[config.mk]
export PLATFORM = sky130hd
export DESIGN_NAME = fsw_device_flat
export DESIGN_NICKNAME = d
export VERILOG_FILES = /design/src/fsw_pkg.sv /design/src/fsw_link_if.sv /design/src/fsw_device.sv /design/src/flat_wrapper.sv
export VERILOG_INCLUDE_DIRS = /design/src /design/src/src
export SDC_FILE = /design/constraint.sdc
export NUM_CORES = 1
export LEC_CHECK = 0
export BUFFER_PORTS_ARGS = -buffer_cell sky130_fd_sc_hd__buf_2
export CORE_MARGIN = 2
export CORE_UTILIZATION = 35
export DETAILED_ROUTE_END_ITERATION = 10
export SLEW_MARGIN = 10
export SYNTH_ARGS = -nofsm -noshare
export SYNTH_HDL_FRONTEND = slang
export SYNTH_SLANG_ARGS = --single-unit
export TNS_END_PERCENT = 20
[constraint.sdc]
create_clock -name clk_i -period 3.9 [get_ports clk_i]
set_clock_uncertainty 0.2 [all_clocks]
set_input_delay 0.78 -clock clk_i [delete_from_list [all_inputs] [get_ports clk_i]]
set_output_delay 0.78 -clock clk_i [all_outputs]
set_load 0.02 [all_outputs]
[src/fsw_defines.svh]
// constants shared by both ends of the status and write-enable link
`ifndef FSW_DEFINES_SVH
`define FSW_DEFINES_SVH

// instruction codes
`define FSW_OP_WREN      8'h06
`define FSW_OP_VWREN     8'h50
`define FSW_OP_WRDIS     8'h04
`define FSW_OP_RDST_LO   8'h05
`define FSW_OP_RDST_HI   8'h35
`define FSW_OP_WRST      8'h01
`define FSW_OP_PROG      8'h02
`define FSW_OP_QPROG     8'h32
`define FSW_OP_ERASE4K   8'h20
`define FSW_OP_ERASE32K  8'h52
`define FSW_OP_ERASE64K  8'hD8
`define FSW_OP_ERASE_A   8'hC7
`define FSW_OP_ERASE_B   8'h60
`define FSW_OP_RDID      8'hAB
`define FSW_OP_SREG_ERS  8'h44
`define FSW_OP_SREG_PGM  8'h42
`define FSW_OP_SREG_RD   8'h48

// status_low layout
`define FSW_ST_BUSY      0
`define FSW_ST_WPL       1
`define FSW_LO_WMASK     8'hFC
// status_high layout
`define FSW_HI_SPROT2    0
`define FSW_HI_QIO       1
`define FSW_HI_LOCK1     3
`define FSW_HI_COMP      6
`define FSW_HI_WMASK     8'h7F
`define FSW_HI_LOCKS     8'h38
`define FSW_HI_8BIT_CLR  8'h42
`define FSW_STATUS_RST   8'h00

// byte counts of instructions
`define FSW_BYTES_ONE    3'd1
`define FSW_BYTES_WR8    3'd2
`define FSW_BYTES_WR16   3'd3
`define FSW_BYTES_ADDR   3'd4
`define FSW_ID_LAST_DUMMY 3'd3
`define FSW_BYTE_MAX     3'd7
`define FSW_BIT_LAST     3'd7

// security register address decode
`define FSW_SREG_UPPER   8'h00
`define FSW_SREG_MID1    8'h10
`define FSW_SREG_MID2    8'h20
`define FSW_SREG_MID3    8'h30

// self-timed write cycle
`define FSW_CLK_MHZ      50
`define FSW_TW_US        10
`define FSW_TW_CYC       (`FSW_TW_US * `FSW_CLK_MHZ)

// host register map and link divider
`define FSW_REG_TXDATA   4'h0
`define FSW_REG_CTRL     4'h4
`define FSW_REG_STATUS   4'h8
`define FSW_REG_RXDATA   4'hC
`define FSW_CTRL_TXN_LSB 0
`define FSW_CTRL_RXN_LSB 8
`define FSW_HOST_HALF    4'd8

`endif

[src/fsw_pkg.sv]
// types shared by both ends of the link
package fsw_pkg;
    typedef logic [7:0] fsw_byte_t;
    typedef enum logic [2:0] {
        FSW_H_IDLE,
        FSW_H_SETUP,
        FSW_H_HIGH,
        FSW_H_LOW,
        FSW_H_LAST,
        FSW_H_GAP
    } fsw_host_state_e;
endpackage

[src/fsw_link_if.sv]
// serial link between the host controller and the flash status logic
`timescale 1ns/100ps
interface fsw_link_if;
    logic sclk;
    logic cs_n;
    logic mosi;
    logic miso;
    logic miso_oe_n;
    logic miso_line;

    // line floats high while the device does not drive it
    assign miso_line = miso_oe_n ? 1'b1 : miso;

    modport device (
        input  sclk,
        input  cs_n,
        input  mosi,
        output miso,
        output miso_oe_n
    );
    modport host (
        output sclk,
        output cs_n,
        output mosi,
        input  miso_line
    );
endinterface

[src/fsw_device.sv]
// flash device end: write-enable latch, status registers, id and security decode
//
// Behaviour
// - write enable opcode sets write permission latch
// - host enables writes before every modifying instruction
// - host frames write enable with chip select
// - volatile enable arms status write, latch untouched
// - host sends volatile enable before status write
// - write disable clears write permission latch
// - latch clears at power-up and op completion
// - write disable cancels pending volatile enable
// - two status read opcodes, msb first out
// - status reads accepted even while busy
// - status byte repeats until chip select rises
// - status write changes only bits 7-2, 14-8
// - security lock bits never return to zero; a lock set only by a volatile status write clears on power cycle
// - non-volatile status write needs latch set
// - volatile write keeps latch, protect2, locks
// - power-on reloads status from non-volatile copy
// - id byte after three dummies, repeating
// - security register decode from address bytes
// - status write ends after 8 or 16 bits
// - busy high during self-timed status write
// - volatile status update keeps busy low
// - writes not ending on byte boundary ignored
//
// Implementation choices: the address-and-strobe port and the address map.
`timescale 1ns/100ps
`include "fsw_defines.svh"
module fsw_device
    import fsw_pkg::*;
#(
    // arbitrary identification value
    parameter fsw_byte_t DEVICE_ID = 8'h5A
) (
    // clock, reset, enable
    input  wire logic        clk_i,
    input  wire logic        rst_i,
    input  wire logic        ce_i,
    // power cycle of the storage cell
    input  wire logic        power_cycle_i,
    // link
    fsw_link_if.device       link,
    // status view
    output logic             busy_o,
    output fsw_byte_t        status_low_o,
    output fsw_byte_t        status_high_o,
    // accepted array or security operation
    output logic             op_start_o,
    output fsw_byte_t        op_code_o,
    output logic [23:0]      op_addr_o,
    output logic [1:0]       sreg_sel_o
);
    logic [2:0]  sclk_s;
    logic [2:0]  cs_s;
    logic [1:0]  mosi_s;
    logic [2:0]  bit_cnt_r;
    logic [2:0]  byte_cnt_r;
    logic [6:0]  shift_r;
    fsw_byte_t   op_r;
    logic [23:0] addr_r;
    fsw_byte_t   d1_r;
    fsw_byte_t   d2_r;
    logic        busy_at_op_r;
    fsw_byte_t   tx_r;
    logic        tx_act_r;
    logic        miso_r;
    logic        miso_oe_n_r;
    fsw_byte_t   vol_low_r;
    fsw_byte_t   vol_high_r;
    fsw_byte_t   nv_low_r;
    fsw_byte_t   nv_high_r;
    logic        wpl_r;
    logic        varm_r;
    logic        busy_r;
    logic [15:0] tw_cnt_r;
    logic        op_start_r;
    logic [1:0]  sreg_sel_r;

    // edge detection reads only the second and third stages
    always_ff @(posedge clk_i)
    begin
        if (rst_i)
        begin
            sclk_s <= 3'h0;
            cs_s   <= 3'h7;
            mosi_s <= 2'h0;
        end
        else if (ce_i)
        begin
            sclk_s <= {sclk_s[1:0], link.sclk};
            cs_s   <= {cs_s[1:0], link.cs_n};
            mosi_s <= {mosi_s[0], link.mosi};
        end
    end

    wire       cs_low    = ~cs_s[1];
    wire       cs_rise   = cs_s[1] & ~cs_s[2];
    wire       sclk_rise = sclk_s[1] & ~sclk_s[2] & cs_low;
    wire       sclk_fall = ~sclk_s[1] & sclk_s[2] & cs_low;
    wire       byte_done = sclk_rise & (bit_cnt_r == `FSW_BIT_LAST);
    fsw_byte_t new_byte;
    fsw_byte_t op_now;
    fsw_byte_t st_low;
    fsw_byte_t st_high;
    assign new_byte = {shift_r, mosi_s[1]};
    assign op_now   = (byte_cnt_r == 3'd0) ? new_byte : op_r;
    assign st_low   = {vol_low_r[7:2], wpl_r, busy_r};
    // suspend flag reads zero: suspend is not part of this block
    assign st_high  = vol_high_r & `FSW_HI_WMASK;

    // instruction receive: opcode bits taken on rising link clock
    always_ff @(posedge clk_i)
    begin
        if (rst_i)
        begin
            bit_cnt_r    <= 3'd0;
            byte_cnt_r   <= 3'd0;
            shift_r      <= 7'h00;
            op_r         <= 8'h00;
            addr_r       <= 24'h00_0000;
            d1_r         <= 8'h00;
            d2_r         <= 8'h00;
            busy_at_op_r <= 1'b0;
        end
        else if (ce_i)
        begin
            if (!cs_low)
            begin
                bit_cnt_r  <= 3'd0;
                byte_cnt_r <= 3'd0;
            end
            else if (sclk_rise)
            begin
                bit_cnt_r <= bit_cnt_r + 3'd1;
                shift_r   <= new_byte[6:0];
                if (byte_done)
                begin
                    if (byte_cnt_r != `FSW_BYTE_MAX)
                        byte_cnt_r <= byte_cnt_r + 3'd1;
                    if (byte_cnt_r == 3'd0)
                    begin
                        op_r         <= new_byte;
                        busy_at_op_r <= busy_r;
                    end
                    if (byte_cnt_r == 3'd1)
                        d1_r <= new_byte;
                    if (byte_cnt_r == 3'd2)
                        d2_r <= new_byte;
                    if (byte_cnt_r != 3'd0 && byte_cnt_r < `FSW_BYTES_ADDR)
                        addr_r <= {addr_r[15:0], new_byte};
                end
            end
        end
    end

    // output shifter: bits leave on falling link clock, msb first
    always_ff @(posedge clk_i)
    begin
        if (rst_i)
        begin
            tx_r        <= 8'h00;
            tx_act_r    <= 1'b0;
            miso_r      <= 1'b0;
            miso_oe_n_r <= 1'b1;
        end
        else if (ce_i)
        begin
            if (!cs_low)
            begin
                tx_act_r    <= 1'b0;
                miso_oe_n_r <= 1'b1;
            end
            else if (byte_done)
            begin
                // reloaded every byte so a polling read sees busy fall
                if (op_now == `FSW_OP_RDST_LO)
                begin
                    tx_r     <= st_low;
                    tx_act_r <= 1'b1;
                end
                else if (op_now == `FSW_OP_RDST_HI)
                begin
                    tx_r     <= st_high;
                    tx_act_r <= 1'b1;
                end
                else if (op_now == `FSW_OP_RDID && !busy_at_op_r
                         && byte_cnt_r >= `FSW_ID_LAST_DUMMY)
                begin
                    tx_r     <= DEVICE_ID;
                    tx_act_r <= 1'b1;
                end
            end
            else if (sclk_fall && tx_act_r)
            begin
                miso_r      <= tx_r[7];
                tx_r        <= {tx_r[6:0], 1'b0};
                miso_oe_n_r <= 1'b0;
            end
        end
    end

    // commit on chip select rise
    wire aligned  = (bit_cnt_r == 3'd0);
    wire may_run  = aligned & ~busy_at_op_r & ~busy_r;
    wire wr_len   = (byte_cnt_r == `FSW_BYTES_WR8) | (byte_cnt_r == `FSW_BYTES_WR16);
    wire has_addr = byte_cnt_r >= `FSW_BYTES_ADDR;
    wire array_op = (op_r == `FSW_OP_PROG || op_r == `FSW_OP_QPROG
                     || op_r == `FSW_OP_ERASE4K || op_r == `FSW_OP_ERASE32K
                     || op_r == `FSW_OP_ERASE64K) ? has_addr
                  : (op_r == `FSW_OP_ERASE_A || op_r == `FSW_OP_ERASE_B);
    wire sreg_op  = (op_r == `FSW_OP_SREG_ERS || op_r == `FSW_OP_SREG_PGM) & has_addr;
    logic [1:0] sel;
    always_comb
    begin
        sel = 2'd0;
        if (addr_r[23:16] == `FSW_SREG_UPPER)
        begin
            case (addr_r[15:8])
                `FSW_SREG_MID1: sel = 2'd1;
                `FSW_SREG_MID2: sel = 2'd2;
                `FSW_SREG_MID3: sel = 2'd3;
                default:        sel = 2'd0;
            endcase
        end
    end
    wire sreg_locked = vol_high_r[`FSW_HI_LOCK1 + {1'b0, sel} - 4'd1];
    wire sreg_ok     = sreg_op & (sel != 2'd0) & ~sreg_locked;

    // new status values for a status write
    fsw_byte_t wr_low;
    fsw_byte_t wr_high;
    always_comb
    begin
        wr_low  = (d1_r & `FSW_LO_WMASK) | (vol_low_r & ~`FSW_LO_WMASK);
        wr_high = (byte_cnt_r == `FSW_BYTES_WR16) ? d2_r
                : (vol_high_r & ~`FSW_HI_8BIT_CLR);
        wr_high = (wr_high | (vol_high_r & `FSW_HI_LOCKS)) & `FSW_HI_WMASK;
        if (varm_r)
            wr_high[`FSW_HI_SPROT2] = wr_high[`FSW_HI_SPROT2]
                                     | vol_high_r[`FSW_HI_SPROT2];
    end

    // status state, latch and self-timed cycle
    always_ff @(posedge clk_i)
    begin
        if (rst_i)
        begin
            nv_low_r   <= `FSW_STATUS_RST;
            nv_high_r  <= `FSW_STATUS_RST;
            vol_low_r  <= `FSW_STATUS_RST;
            vol_high_r <= `FSW_STATUS_RST;
            wpl_r      <= 1'b0;
            varm_r     <= 1'b0;
            busy_r     <= 1'b0;
            tw_cnt_r   <= 16'h0000;
            op_start_r <= 1'b0;
            sreg_sel_r <= 2'd0;
        end
        else if (ce_i)
        begin
            op_start_r <= 1'b0;
            if (power_cycle_i)
            begin
                vol_low_r  <= nv_low_r;
                vol_high_r <= nv_high_r;
                wpl_r      <= 1'b0;
                varm_r     <= 1'b0;
                busy_r     <= 1'b0;
            end
            else if (busy_r)
            begin
                if (tw_cnt_r == 16'h0001)
                begin
                    busy_r <= 1'b0;
                    wpl_r  <= 1'b0;
                end
                tw_cnt_r <= tw_cnt_r - 16'h0001;
            end
            else if (cs_rise && may_run && byte_cnt_r != 3'd0)
            begin
                case (op_r)
                    `FSW_OP_WREN:  wpl_r <= 1'b1;
                    `FSW_OP_VWREN: varm_r <= 1'b1;
                    `FSW_OP_WRDIS:
                    begin
                        wpl_r  <= 1'b0;
                        varm_r <= 1'b0;
                    end
                    `FSW_OP_WRST:
                    begin
                        if (wr_len && varm_r)
                        begin
                            // busy stays low, latch untouched
                            vol_low_r  <= wr_low;
                            vol_high_r <= wr_high;
                            varm_r     <= 1'b0;
                        end
                        else if (wr_len && wpl_r)
                        begin
                            vol_low_r  <= wr_low;
                            vol_high_r <= wr_high;
                            nv_low_r   <= wr_low;
                            nv_high_r  <= wr_high;
                            busy_r     <= 1'b1;
                            tw_cnt_r   <= 16'(`FSW_TW_CYC);
                        end
                    end
                    default:
                    begin
                        if ((array_op || sreg_ok) && wpl_r)
                        begin
                            op_start_r <= 1'b1;
                            sreg_sel_r <= sreg_op ? sel : 2'd0;
                            busy_r     <= 1'b1;
                            tw_cnt_r   <= 16'(`FSW_TW_CYC);
                        end
                    end
                endcase
            end
        end
    end

    assign link.miso      = miso_r;
    assign link.miso_oe_n = miso_oe_n_r;
    assign busy_o         = busy_r;
    assign status_low_o   = {vol_low_r[7:2], wpl_r, busy_r};
    assign status_high_o  = vol_high_r;
    assign op_start_o     = op_start_r;
    assign op_code_o      = op_r;
    assign op_addr_o      = addr_r;
    assign sreg_sel_o     = sreg_sel_r;
endmodule // fsw_device

[src/flat_wrapper.sv]
// flat-port wrapper written by rule: the top's interface ports become plain ports
module fsw_device_flat import fsw_pkg::*;
#(
                                     
    parameter fsw_byte_t DEVICE_ID = 8'h5A
)
  (clk_i, rst_i, ce_i, power_cycle_i, busy_o, status_low_o, status_high_o, op_start_o, op_code_o, op_addr_o, sreg_sel_o, link_sclk, link_cs_n, link_mosi, link_miso, link_miso_oe_n);
  fsw_link_if link_i ();
  input  wire logic clk_i;
  input  wire logic rst_i;
  input  wire logic ce_i;
  input  wire logic power_cycle_i;
  output logic busy_o;
  output fsw_byte_t status_low_o;
  output fsw_byte_t status_high_o;
  output logic op_start_o;
  output fsw_byte_t op_code_o;
  output logic [23:0] op_addr_o;
  output logic [1:0] sreg_sel_o;
  input wire logic [$bits(link_i.sclk)-1:0] link_sclk;
  input wire logic [$bits(link_i.cs_n)-1:0] link_cs_n;
  input wire logic [$bits(link_i.mosi)-1:0] link_mosi;
  output wire logic [$bits(link_i.miso)-1:0] link_miso;
  output wire logic [$bits(link_i.miso_oe_n)-1:0] link_miso_oe_n;
  assign link_i.sclk = link_sclk;
  assign link_i.cs_n = link_cs_n;
  assign link_i.mosi = link_mosi;
  assign link_miso = link_i.miso;
  assign link_miso_oe_n = link_i.miso_oe_n;
  fsw_device #(.DEVICE_ID(DEVICE_ID)) u_core (.clk_i(clk_i), .rst_i(rst_i), .ce_i(ce_i), .power_cycle_i(power_cycle_i), .link(link_i), .busy_o(busy_o), .status_low_o(status_low_o), .status_high_o(status_high_o), .op_start_o(op_start_o), .op_code_o(op_code_o), .op_addr_o(op_addr_o), .sreg_sel_o(sreg_sel_o));
endmodule
* Word level (Yosys, flattened, before mapping) *
Cells that the tools add are included.

cells by class
  equality and inequality tests = 33
  bitwise gates (word level) = 26
  magnitude comparators = 4
  reduce and logical (&&, ||, !) cells = 56
  muxes and demuxes = 68
  $add $sub $neg = 5

operators by type and width
  operator               count
  $mux 8                 18
  $mux 16                5
  $eq 8x6->1 const B     5
  $eq 8x7->1 const B     5
  $lt 32x4->1 const B    1
  $pmux 16 s2            1
  $sub 32x1->32 const B  1
  $mux 1                 30
  $reduce_and 5->1       6
  $eq 8x3->1 const B     3
  $eq 8x8->1 const B     3
  $reduce_and 4->1       5
  $mux 3                 6
  $reduce_bool 2->1      9
  $eq 16x1->1 const B    1
  $sub 16x1->16 const B  1
  $reduce_and 7->1       2
  $reduce_bool 3->1      4
  $reduce_bool 4->1      3
  $and 1x1->1            11
  $not 1->1              11
  $logic_and 1x1->1      9
  $reduce_and 3->1       3
  $eq 8x1->1 const B     1
  other kinds (33)       48

storage, ports and cells
  register bits = 133
  output and inout bits = 54
  word-level logic and storage cells = 217

* Logic depth before layout (Yosys ltp) *
Gate-level depths: netlist of run 1.

  word-level depth = 16
  mapped depth = 12
  gate-level depth less buffers = 11

* Worst setup path before layout of run 1 *
OpenSTA, ideal clock, no wires.

  path type = register to register
  from = register u_core.addr_r[19] (netlist: u_core.op_addr_o[19])
  to = register u_core.tw_cnt_r[10]
  arrival = 3649 ps
  required time = 3626 ps
  period minus slack after synthesis = 3924 ps
  library setup time = 74 ps
  cell stages (with the launch flop) = 13
  slack = -24 ps
  cell sequence = dfxtp_1 or4_4 or4_4 buf_6 ha_1 nand2b_1 or4_1 a311oi_1 o21ai_1 a41o_1 buf_6 a2111o_1 a31oi_1

on the way
  word-level cells in the longest chain between the ends = 12
  elaborated cells between the ends (all ways) = 14
  classes of those cells = 2 x add/sub; 3 x mux; 3 x bitwise; 6 x reduce/logical

ends and longest elaborated chain
  what                                  line               text
  start, declared                       fsw_device.sv:61   logic [23:0] addr_r;
  start signal, assigned                fsw_device.sv:151  addr_r <= {addr_r[15:0], new_byte};
  $logic_not 8->1 (no source line) *    --
  $mux 2 *                              fsw_device.sv:217  if (addr_r[23:16] == `FSW_SREG_UPPER)
  $add 2x2->3 (no source line)          --
  $sub 32x1->32 (no source line)        --
  $bmux 1 s3                            fsw_device.sv:227  wire sreg_locked = vol_high_r[`FSW_HI_LOCK1 + {1'b0, sel} - 4'd1];
  $mux 1                                fsw_device.sv:227
  $not 1->1                             fsw_device.sv:228  wire sreg_ok = sreg_op & (sel != 2'd0) & ~sreg_locked;
  $and 1x1->1 *                         fsw_device.sv:228
  $logic_or 1x1->1 *                    fsw_device.sv:311  if ((array_op || sreg_ok) && wpl_r)
  $logic_and 1x1->1 *                   fsw_device.sv:311
  $reduce_bool 3->1 (no source line) *  --
  $reduce_and 7->1 (no source line) *   --
  end signal, assigned                  fsw_device.sv:278  tw_cnt_r <= tw_cnt_r - 16'h0001;
  end signal, assigned                  fsw_device.sv:306  tw_cnt_r <= 16'(`FSW_TW_CYC);
  end signal, assigned                  fsw_device.sv:316  tw_cnt_r <= 16'(`FSW_TW_CYC);
  end, declared                         fsw_device.sv:76   logic [15:0] tw_cnt_r;

Every way passes the cells marked *; elsewhere a longest branch is shown, timed or not. The select of a mux whose other input is x is not followed.
A chain may end at the register's enable or synchronous reset.

* Worst setup path after layout of run 1 *
Same ends and word-level chain as after synthesis.

==> results of run 1 <==
## how the worst min path moves through the flow
stage | start | to | slack, ps | cells past startpoint
CTS | u_core.op_addr_o[16]$_SDFFE_PP0P_ | u_core.op_addr_o[16]$_SDFFE_PP0P_ | 260 | 2
finish | u_core.op_addr_o[20]$_SDFFE_PP0P_ | u_core.op_addr_o[20]$_SDFFE_PP0P_ | 260 | 2
global placement | u_core.cs_s[2]$_SDFFE_PP1P_ | u_core.cs_s[2]$_SDFFE_PP1P_ | 250 | 2
detailed placement | u_core.op_addr_o[16]$_SDFFE_PP0P_ | u_core.op_addr_o[16]$_SDFFE_PP0P_ | 250 | 2
global route | u_core.op_addr_o[16]$_SDFFE_PP0P_ | u_core.op_addr_o[16]$_SDFFE_PP0P_ | 280 | 2
floorplan | u_core.cs_s[2]$_SDFFE_PP1P_ | u_core.cs_s[2]$_SDFFE_PP1P_ | 230 | 2
## cell usage in the layout (no fill, tap or decap), types with 16 or more instances in the layout
master / Yosys / layout
dfxtp_1: 126 / 123
nand2_1: 107 / 107
nor2_1: 86 / 86
a21oi_1: 67 / 67
buf_2: 1 / 58
mux2i_1: 44 / 44
nand3_1: 31 / 31
buf_4: 3 / 28
inv_1: 22 / 22
nor3_1: 18 / 18
o21ai_0: 18 / 18
clkbuf_16: 0 / 17
a211oi_1: 16 / 16
## power breakdown
group / total [uW] / switching (uW) / internal, uW
sequential: 1310 / 9.08 / 1300
clock: 1590 / 644 / 948
combinational: 88.4 / 61.3 / 27.1
## through the flow
step                instances  TNS [ps]  utilization [%]
floorplan                 743         0                -
global placement         1001         0             38.8
detailed placement       1001         0             38.8
CTS                      1033         0             42.3
global route             1033     -7.81             42.4
finish                   1033         0             42.4
## layer usage
metal | up-vias | wire length, um | GRT usage [%]
met5 | - | 0 | 0
met4 | 0 | 220 | 5.21
met3 | 20 | 874 | 4.98
met2 | 137 | 7530 | 29.2
met1 | 2546 | 8210 | 26.7
li1 | 2762 | - | -
## cell usage after synthesis (6+ instances only)
library cell | number | area (um2)
dfxtp_1 | 126 | 2520
nand2_1 | 107 | 402
nor2_1 | 86 | 323
a21oi_1 | 67 | 335
clkbuf_1 | 44 | 165
mux2i_1 | 44 | 440
nand3_1 | 31 | 155
inv_1 | 22 | 82.6
nor3_1 | 18 | 90.1
o21ai_0 | 18 | 90.1
a211oi_1 | 16 | 120
ha_1 | 13 | 163
nand2b_1 | 13 | 81.3
nor2b_1 | 10 | 62.6
a31oi_1 | 9 | 56.3
nor4_1 | 9 | 56.3
a311oi_1 | 7 | 61.3
nand4_1 | 6 | 37.5
## flip-flops by register name, summed over array words and instances, names as in the netlist, 2 cells and up
| register | flops |
|---|---|
| u_core.sreg_sel_o | 2 |
| u_core.mosi_s | 2 |
| u_core.op_addr_o | 24 |
| u_core.op_code_o | 8 |
| u_core.byte_cnt_r | 3 |
| u_core.tw_cnt_r | 16 |
| u_core.cs_s | 3 |
| u_core.d1_r | 6 |
| u_core.sclk_s | 3 |
| u_core.vol_low_r | 6 |
| u_core.nv_high_r | 7 |
| u_core.nv_low_r | 6 |
| u_core.status_high_o | 7 |
| u_core.shift_r | 7 |
| u_core.tx_r | 8 |
| u_core.d2_r | 7 |
| u_core.bit_cnt_r | 3 |
## worst reg2reg max path, delay by kind of cell (launching register included)
family | cells | cell delay, ps
AO/OA/AOI/OAI | 5 | 1250
flip-flops | 1 | 320
adder cells (fa/ha/maj) | 1 | 200
AND/OR/NAND/NOR | 4 | 1730
## cell type report
| class | count | share of cell area, % |
|---|---|---|
| multi-input cells | 541 | 44.6 |
| flip-flops and latches | 126 | 34.9 |
| repair buffers | 88 | 7.35 |
| clock buffers | 17 | 5.88 |
| well taps | 225 | 3.89 |
| clock inverters | 14 | 2.20 |
| inverters | 22 | 1.14 |
## cell families after synthesis
family | after synthesis | share of synthesized area (%)
DFF | 126 | 41.8
xor gates and xnor gates | 2 | 0.290
buffers and inverters | 76 | 5.18
muxes | 45 | 7.48
AOI/OAI and AO/OA | 162 | 17.4
and+or+nand+nor | 318 | 25.2
other | 1 | 0.0621
adders and majority gates | 13 | 2.69
## what timing repair did
action                     CTS  global route
buffers inserted             1             0
gates cloned                 0             0
gates resized for setup      0             5
hold buffers                 0             0
setup endpoints to repair    1            12
pin swaps                    0             2
==> metrics.cfg, run 1 <==
[power_and_ir_drop]
total_power_uw=2990
vdd_drop_max_uv=306
p_per_area_nw_per_um2=413
power.leakage_uw=0.00280

[min_path]
min_path_type=register to register

[floorplanning]
rows=48
die_h_um=135
die_w_um=135
core_area_um2=17100
initial_core_util_pct=35.4
dieArea_um2=18300
num_io_pins=61

[setup_path]
worstSetupEndpoint=u_core.tw_cnt_r[10]$_SDFFE_PP0P_
startpoint_type=register
ff2ff_setup_slack_ps=130
path_common_cell=or4_4
path_buf_inv=0
crit_cells=10
worstSetupStartpoint=u_core.op_addr_o[19]$_SDFFE_PP0P_
cpPeakStageDelay_ps=550
reg2reg_to=u_core.tw_cnt_r[10]$_SDFFE_PP0P_
timing.rr.start=u_core.op_addr_o[19]$_SDFFE_PP0P_
ff2ff_path_depth=10
required_ps=4050
critPathKind=register to register
crit_family=simple AND/OR/NAND/NOR gates
critPathArrivalTime_ps=3920
cp_cell_sequence=or4_4 -> or4_4 -> ha_1 -> nand2b_1 -> or4_4 -> a311oi_1 -> o21ai_1 -> a41o_2 -> a2111o_1 -> a31oi_1
path_max_fanout=8
crit_path_end_kind=register
slowest_stage=or4_4

[sta]
fin_crit_ps=3770
slew_headroom_pct=31.9
finalCritPeriodShare_pct=96.7
setup_viol_count_final=0
hold_slack_ps=262
fin_ws_ps=130
hold_viol=0
slew_violations=0
worstMarginPinSlew_ps=1020
max_freq_ghz=0.265

[layout]
nFillCells=1772
finalInstanceArea_um2=7240
n_antenna_cell=0
multiInputGateArea_um2=3230
final_nets=816
area_delta_synth_final_pct=19.9
layout.area.seq_um2=2530
drive_gt1_share_pct=17.1

[detailed_routing]
drt_wl_total_mm=16.8
firstDrtPassIters=6
first_iter_violations=391
via_per_inst=5.29
ant_nets=0
post-route-drc-count=0
wl_per_cell_um=16.3
vias=5465

[global_routing]
grt_first_pass_wirelength_mm=27.7
gr-total-overflow=0
antenna_found_initial=0
grt_pass1_vias=5160
grt_max_degree=90
grt_usage_pct=19.1

[run_status]
status=finished clean

[clock_network]
clkLatencyLatePin_ps=430
cts_root_buffer=clkbuf_16
cts_num_sinks=126
ctsLongestPathBuffers=2
cts.clk_slew.worst_paths_ps=60
htreeDepth=4
cts_buffers=17
cts_tree=built

[synthesis]
synth_nets=763
ys_types=60
syn-cell-area_um2=6040
synth_edf_count=0
yosysSeqAreaShare_pct=41.8
ys_seq_elements=126
syn-instance-count=743
synth_flop_cell=dfxtp_1
ys_warn_count=0
avgSynthCellArea_um2=8.13
ys_async_sr_fraction_pct=0

[flow_run]
cap_violations=0

[place]
io_buffers=59
post-dp-hpwl_mm=11.3
dpl-instance-area_um2=6630
place_ws_ps=9.82
gp_congestion=0.819

Note: power is estimated with default switching activity, not from simulation.
==> run 2, diff against run 1 <==
- SETUP_SLACK_MARGIN: unset -> 0.3
==> metrics.cfg, run 2 (same netlist as run 1, synthesis figures left out) <==
[clock_network]
ctsLongestPathBuffers=2  ; unchanged
cts_root_buffer=clkbuf_16  ; unchanged
clkLatencyLatePin_ps=420  ; was 430 ps
cts_num_sinks=126  ; unchanged
cts.clk_slew.worst_paths_ps=60  ; about the same
cts_tree=built  ; unchanged
cts_buffers=17  ; unchanged
htreeDepth=4  ; unchanged

[setup_path]
path_max_fanout=7  ; was 8
worstSetupStartpoint=u_core.op_addr_o[23]$_SDFFE_PP0P_  ; was u_core.op_addr_o[19]$_SDFFE_PP0P_
cp_cell_sequence=or4_4 -> or4_4 -> ha_4 -> nand2b_4 -> or4_4 -> nor2_2 -> o2111ai_4 -> a41o_4 -> a2111o_1 -> a31oi_1  ; was or4_4 -> or4_4 -> ha_1 -> nand2b_1 -> or4_4 -> a311oi_1 -> o21ai_1 -> a41o_2 -> a2111o_1 -> a31oi_1
ff2ff_path_depth=10  ; unchanged
crit_cells=10  ; unchanged
startpoint_type=register  ; unchanged
reg2reg_to=u_core.tw_cnt_r[15]$_SDFFE_PP0P_  ; was u_core.tw_cnt_r[10]$_SDFFE_PP0P_
timing.rr.start=u_core.op_addr_o[23]$_SDFFE_PP0P_  ; was u_core.op_addr_o[19]$_SDFFE_PP0P_
slowest_stage=or4_4  ; unchanged
required_ps=4050  ; about the same
crit_family=simple AND/OR/NAND/NOR gates  ; unchanged
critPathArrivalTime_ps=3820  ; was 3920 ps
crit_path_end_kind=register  ; unchanged
path_buf_inv=0  ; unchanged
path_common_cell=or4_4  ; unchanged
critPathKind=register to register  ; unchanged
ff2ff_setup_slack_ps=230  ; was 130 ps
cpPeakStageDelay_ps=560  ; was 550 ps

[floorplanning]
dieArea_um2=18300  ; unchanged
die_h_um=135  ; unchanged
die_w_um=135  ; unchanged
core_area_um2=17100  ; unchanged
initial_core_util_pct=35.4  ; unchanged
rows=48  ; unchanged
num_io_pins=61  ; unchanged

[detailed_routing]
ant_nets=0  ; unchanged
post-route-drc-count=0  ; unchanged
wl_per_cell_um=16.2  ; was 16.3 um
firstDrtPassIters=6  ; unchanged
first_iter_violations=584  ; was 391
vias=5446  ; was 5,465
drt_wl_total_mm=16.6  ; was 16.8 mm
via_per_inst=5.29  ; about the same

[layout]
drive_gt1_share_pct=18.0  ; was 17.1%
largest_register_ffs=24  ; unchanged
final_nets=811  ; was 816
final_common_cell=dfxtp_1  ; unchanged
n_antenna_cell=0  ; unchanged
finish.utilization_pct=42.7  ; was 42.4%
stdcell_count=1029  ; was 1,033
area_delta_synth_final_pct=20.6  ; was 19.9%
final_cell_mix=dfxtp_1 (120), nand2_1 (106), nor2_1 (85)  ; was dfxtp_1 (123), nand2_1 (107), nor2_1 (86)

[power_and_ir_drop]
p_per_area_nw_per_um2=397  ; was 413 nW/um2
combPwrFrac_pct=3.1  ; was 3.0%
internal_power_uw=2210  ; was 2270 uW
power.share.clock_pct=51.8  ; was 53.3%
vdd_drop_max_uv=301  ; was 306 uV
power.leakage_uw=0.00278  ; was 0.00280 uW
swShare_pct=23.4  ; was 23.9%
seqPwrFrac_pct=45.1  ; was 43.7%
switching_power_uw=676  ; was 715 uW

[sta]
worstMarginPinSlew_ps=988  ; was 1020 ps
max_freq_ghz=0.272  ; was 0.265 GHz
slew_violations=0  ; unchanged
rsz0062_at_grt=true
slew_headroom_pct=34.1  ; was 31.9%
setup_viol_count_final=0  ; unchanged
tns_ps=0  ; unchanged
finalCritPeriodShare_pct=94.1  ; was 96.7%
hold_viol=0  ; unchanged
fin_crit_ps=3670  ; was 3770 ps

[min_path]
hold_depth=2  ; unchanged
min_path_type=register to register  ; unchanged
hold_start=u_core.op_addr_o[7]$_SDFFE_PP0P_  ; was u_core.op_addr_o[20]$_SDFFE_PP0P_
holdPathEnd=u_core.op_addr_o[15]$_SDFFE_PP0P_  ; was u_core.op_addr_o[20]$_SDFFE_PP0P_

[flow_run]
cap_violations=0  ; unchanged

[place]
post-dp-hpwl_mm=11.2  ; was 11.3 mm
io_buffers=59  ; unchanged
gp_congestion=0.814  ; was 0.819
place_inst=994  ; was 1,001

[global_routing]
grt_usage_pct=18.7  ; was 19.1%
grt_max_degree=87  ; was 90
grt_pass1_vias=4978  ; was 5,160
antenna_found_initial=0  ; unchanged
grt_first_pass_wirelength_mm=26.9  ; was 27.7 mm
gr-total-overflow=0  ; unchanged

[run_status]
status=finished clean  ; unchanged

[run 2: cell count changes in the layout (fill, tap and decap cells not counted), moves of 2 or more]
cell,before,now
clkinv_2,1,3
inv_6,5,0
buf_4,28,23
dfxtp_1,123,120
dfxtp_4,0,3
clkinvlp_4,2,4
[run 2: through the flow]
| step | total power, uW | hold slack [ps] | setup slack [ps] | area [um2] |
|---|---|---|---|---|
| final | 2890 | 261 | 228 | 7280 |
| after global routing | 2980 | 288 | 94.2 | 7280 |
| after CTS | 2920 | 263 | 170 | 7210 |
| after global placement | 1420 | 249 | 60.3 | 6610 |
| after floorplan | 1390 | 231 | 161 | 6080 |
| after detailed placement | 1420 | 253 | 20.9 | 6610 |
[run 2: power by group through the flow]
stage / Sequential (uW) / Clock, uW / Combinational (uW)
after global routing: 1300 / 1580 / 98.9
after global placement: 1330 / 0 / 89.8
after floorplan: 1340 / 0 / 56.2
after CTS: 1300 / 1520 / 90.0
after detailed placement: 1330 / 0 / 90.0
final: 1300 / 1500 / 90.0
[run 2: what timing repair did]
| action | in CTS | in global routing |
|---|---|---|
| hold buffers | 0 | 0 |
| buffers inserted | 0 | 3 |
| endpoints found under the setup margin | 19 | 27 |
| pin swaps | 9 | 6 |
| gates resized for setup | 8 | 6 |
[run 2: layout make-up]
type                            count  area, um2
Tap cell                          225        282
Clock inverter                     13        119
Timing Repair Buffer               83        503
Fill cell                        1717       9770
Clock buffer                       19        443
Sequential cell                   126       2540
Inverter                           22       82.6
Multi-Input combinational cell    541       3320
[run 2: worst max-delay path by stage]
stage | endpoint | slack [ps]
2_1_floorplan | u_core.tw_cnt_r[10]$_SDFFE_PP0P_ | 160
3_3_place_gp | u_core.tw_cnt_r[15]$_SDFFE_PP0P_ | 60
3_5_place_dp | u_core.tw_cnt_r[11]$_SDFFE_PP0P_ | 20
4_1_cts | u_core.tw_cnt_r[15]$_SDFFE_PP0P_ | 170
5_1_grt | u_core.tw_cnt_r[15]$_SDFFE_PP0P_ | 90
6_report | u_core.tw_cnt_r[15]$_SDFFE_PP0P_ | 230
[run 2: worst reg2reg max path: stages (launching register included)]
cell and delay, ps:
dfxtp_4 340, or4_4 550, or4_4 560, ha_4 180
nand2b_4 120, or4_4 500, nor2_2 160, o2111ai_4 150
a41o_4 340, a2111o_1 370, a31oi_1 120
[run 2: layer usage]
layer | global-route usage (%) | vias up | routed length, um
met1 | 25.8 | 2558 | 8160
met4 | 6.42 | 0 | 216
met5 | 0 | - | 0
li1 | - | 2731 | -
met3 | 4.75 | 21 | 784
met2 | 28.5 | 136 | 7490
==> run 3, diff against run 2 <==
- MAX_ROUTING_LAYER: unset -> met4
==> metrics.cfg, run 3 (same netlist as run 1, synthesis figures left out) <==
[setup_path]
crit_path_end_kind=register  ; unchanged
path_common_cell=or4_4  ; unchanged
path_max_fanout=7  ; unchanged
slowest_stage=or4_4  ; unchanged
startpoint_type=register  ; unchanged
critPathArrivalTime_ps=3830  ; was 3820 ps
crit_family=simple AND/OR/NAND/NOR gates  ; unchanged
path_buf_inv=0  ; unchanged
cp_cell_sequence=or4_4 -> or4_4 -> ha_4 -> nand2b_4 -> or4_4 -> nor2_2 -> o2111ai_4 -> a41o_4 -> a2111o_1 -> a31oi_1  ; unchanged
cpPeakStageDelay_ps=560  ; about the same
critPathKind=register to register  ; unchanged
required_ps=4050  ; about the same

[clock_network]
htreeDepth=4  ; unchanged
cts_root_buffer=clkbuf_16  ; unchanged
cts_buffers=17  ; unchanged
cts_tree=built  ; unchanged
clkLatencyLatePin_ps=420  ; about the same
hold_buffers=0  ; unchanged
ctsLongestPathBuffers=2  ; unchanged
cts.clk_slew.worst_paths_ps=60  ; about the same
cts_num_sinks=126  ; unchanged

[sta]
setup_viol_count_final=0  ; unchanged
slew_violations=0  ; unchanged
slew_headroom_pct=34.2  ; was 34.1%
hold_viol=0  ; unchanged
max_freq_ghz=0.272  ; about the same
rsz0062_at_grt=true  ; unchanged
tns_ps=0  ; unchanged
finalCritPeriodShare_pct=94.4  ; was 94.1%
hold_slack_ps=264  ; was 261 ps
fin_crit_ps=3680  ; was 3670 ps
worstMarginPinSlew_ps=987  ; was 988 ps

[detailed_routing]
ant_nets=0  ; unchanged
post-route-drc-count=0  ; unchanged
firstDrtPassIters=5  ; was 6
first_iter_violations=543  ; was 584
drt_wl_total_mm=16.7  ; was 16.6 mm
vias=5498  ; was 5,446
wl_per_cell_um=16.2  ; about the same
via_per_inst=5.34  ; was 5.29

[layout]
stdcell_count=1029  ; unchanged
n_antenna_cell=0  ; unchanged
largest_register_ffs=24  ; unchanged
final_nets=811  ; unchanged
final_common_cell=dfxtp_1  ; unchanged
final_cell_mix=dfxtp_1 (120), nand2_1 (106), nor2_1 (85)  ; unchanged
layout.area.seq_um2=2540  ; unchanged
area_delta_synth_final_pct=20.9  ; was 20.6%
nFillCells=1719  ; was 1,717
drive_gt1_share_pct=18.2  ; was 18.0%
finalInstanceArea_um2=7300  ; was 7280 um2
finish.utilization_pct=42.8  ; was 42.7%
multiInputGateArea_um2=3330  ; was 3320 um2

[global_routing]
grt_first_pass_wirelength_mm=26.9  ; about the same
grt_pass1_vias=4981  ; was 4,978
antenna_found_initial=0  ; unchanged
grt_usage_pct=19.2  ; was 18.7%
gr-total-overflow=0  ; unchanged
grt_max_degree=87  ; unchanged

[floorplanning]
initial_core_util_pct=35.4  ; unchanged
die_w_um=135  ; unchanged
dieArea_um2=18300  ; unchanged
rows=48  ; unchanged
num_io_pins=61  ; unchanged
die_h_um=135  ; unchanged
core_area_um2=17100  ; unchanged

[power_and_ir_drop]
power.leakage_uw=0.00280  ; was 0.00278 uW
p_per_area_nw_per_um2=396  ; was 397 nW/um2
vdd_drop_max_uv=302  ; was 301 uV

[place]
gp_congestion=0.826  ; was 0.814
post-dp-hpwl_mm=11.2  ; unchanged
place_inst=994  ; unchanged
dpl-instance-area_um2=6610  ; unchanged
io_buffers=59  ; unchanged

[min_path]
min_path_type=register to register  ; unchanged

[run_status]
status=finished clean  ; unchanged

[flow_run]
cap_violations=0  ; unchanged

==> run 3: cell counts in the layout (fill, tap and decap cells not counted) <==
No cell type changed its count.
==> run 3: what timing repair did <==
action / CTS / global route
pin swaps: 9 / 6
gates resized for setup: 8 / 9
buffers inserted: 0 / 3
setup endpoints to repair: 19 / 27
==> run 3: layer usage <==
| metal | routed length [um] | up-vias | global-route usage [%] |
|---|---|---|---|
| li1 | - | 2736 | - |
| met1 | 8220 | 2586 | 26.0 |
| met2 | 7420 | 157 | 28.4 |
| met3 | 810 | 19 | 4.00 |
| met4 | 227 | 0 | 6.94 |
| met5 | 0 | - | - |
==> run 3: power by group <==
group / switching [uW] / internal (uW) / leakage, uW
clock: 609 / 891 / 0.000265
sequential: 8.20 / 1290 / 0.00102
combinational: 63.1 / 27.1 / 0.00151
==> run 3: final timing paths <==
check	from	endpoint	slack, ps	cells after the start
hold / removal	u_core.op_addr_o[7]$_SDFFE_PP0P_	u_core.op_addr_o[15]$_SDFFE_PP0P_	260	2
hold reg to reg	u_core.op_addr_o[7]$_SDFFE_PP0P_	u_core.op_addr_o[15]$_SDFFE_PP0P_	260	2
setup / recovery	u_core.op_addr_o[23]$_SDFFE_PP0P_	u_core.tw_cnt_r[15]$_SDFFE_PP0P_	220	10
setup reg to reg	u_core.op_addr_o[23]$_SDFFE_PP0P_	u_core.tw_cnt_r[15]$_SDFFE_PP0P_	220	10
==> run 3: worst reg2reg max path, stage by stage, from the launching register on <==
cell	delay (ps)
dfxtp_4	340
or4_4	550
or4_4	560
ha_4	180
nand2b_4	120
or4_4	500
nor2_2	170
o2111ai_4	160
a41o_4	350
a2111o_1	360
a31oi_1	120
==> run 3: layout make-up <==
type	count	area share, %
clock inverters	13	1.63
clock buffers	19	6.07
inverters	22	1.13
flip-flops and latches	126	34.8
well taps	225	3.86
repair buffers	83	6.89
multi-input cells	541	45.7
==> run 3: stage by stage <==
step | total power, uW | worst slack (ps)
final | 2890 | 218
after global routing | 2980 | 94.1
after CTS | 2920 | 170
after detailed placement | 1420 | 20.9
after global placement | 1420 | 60.3
after floorplan | 1390 | 161
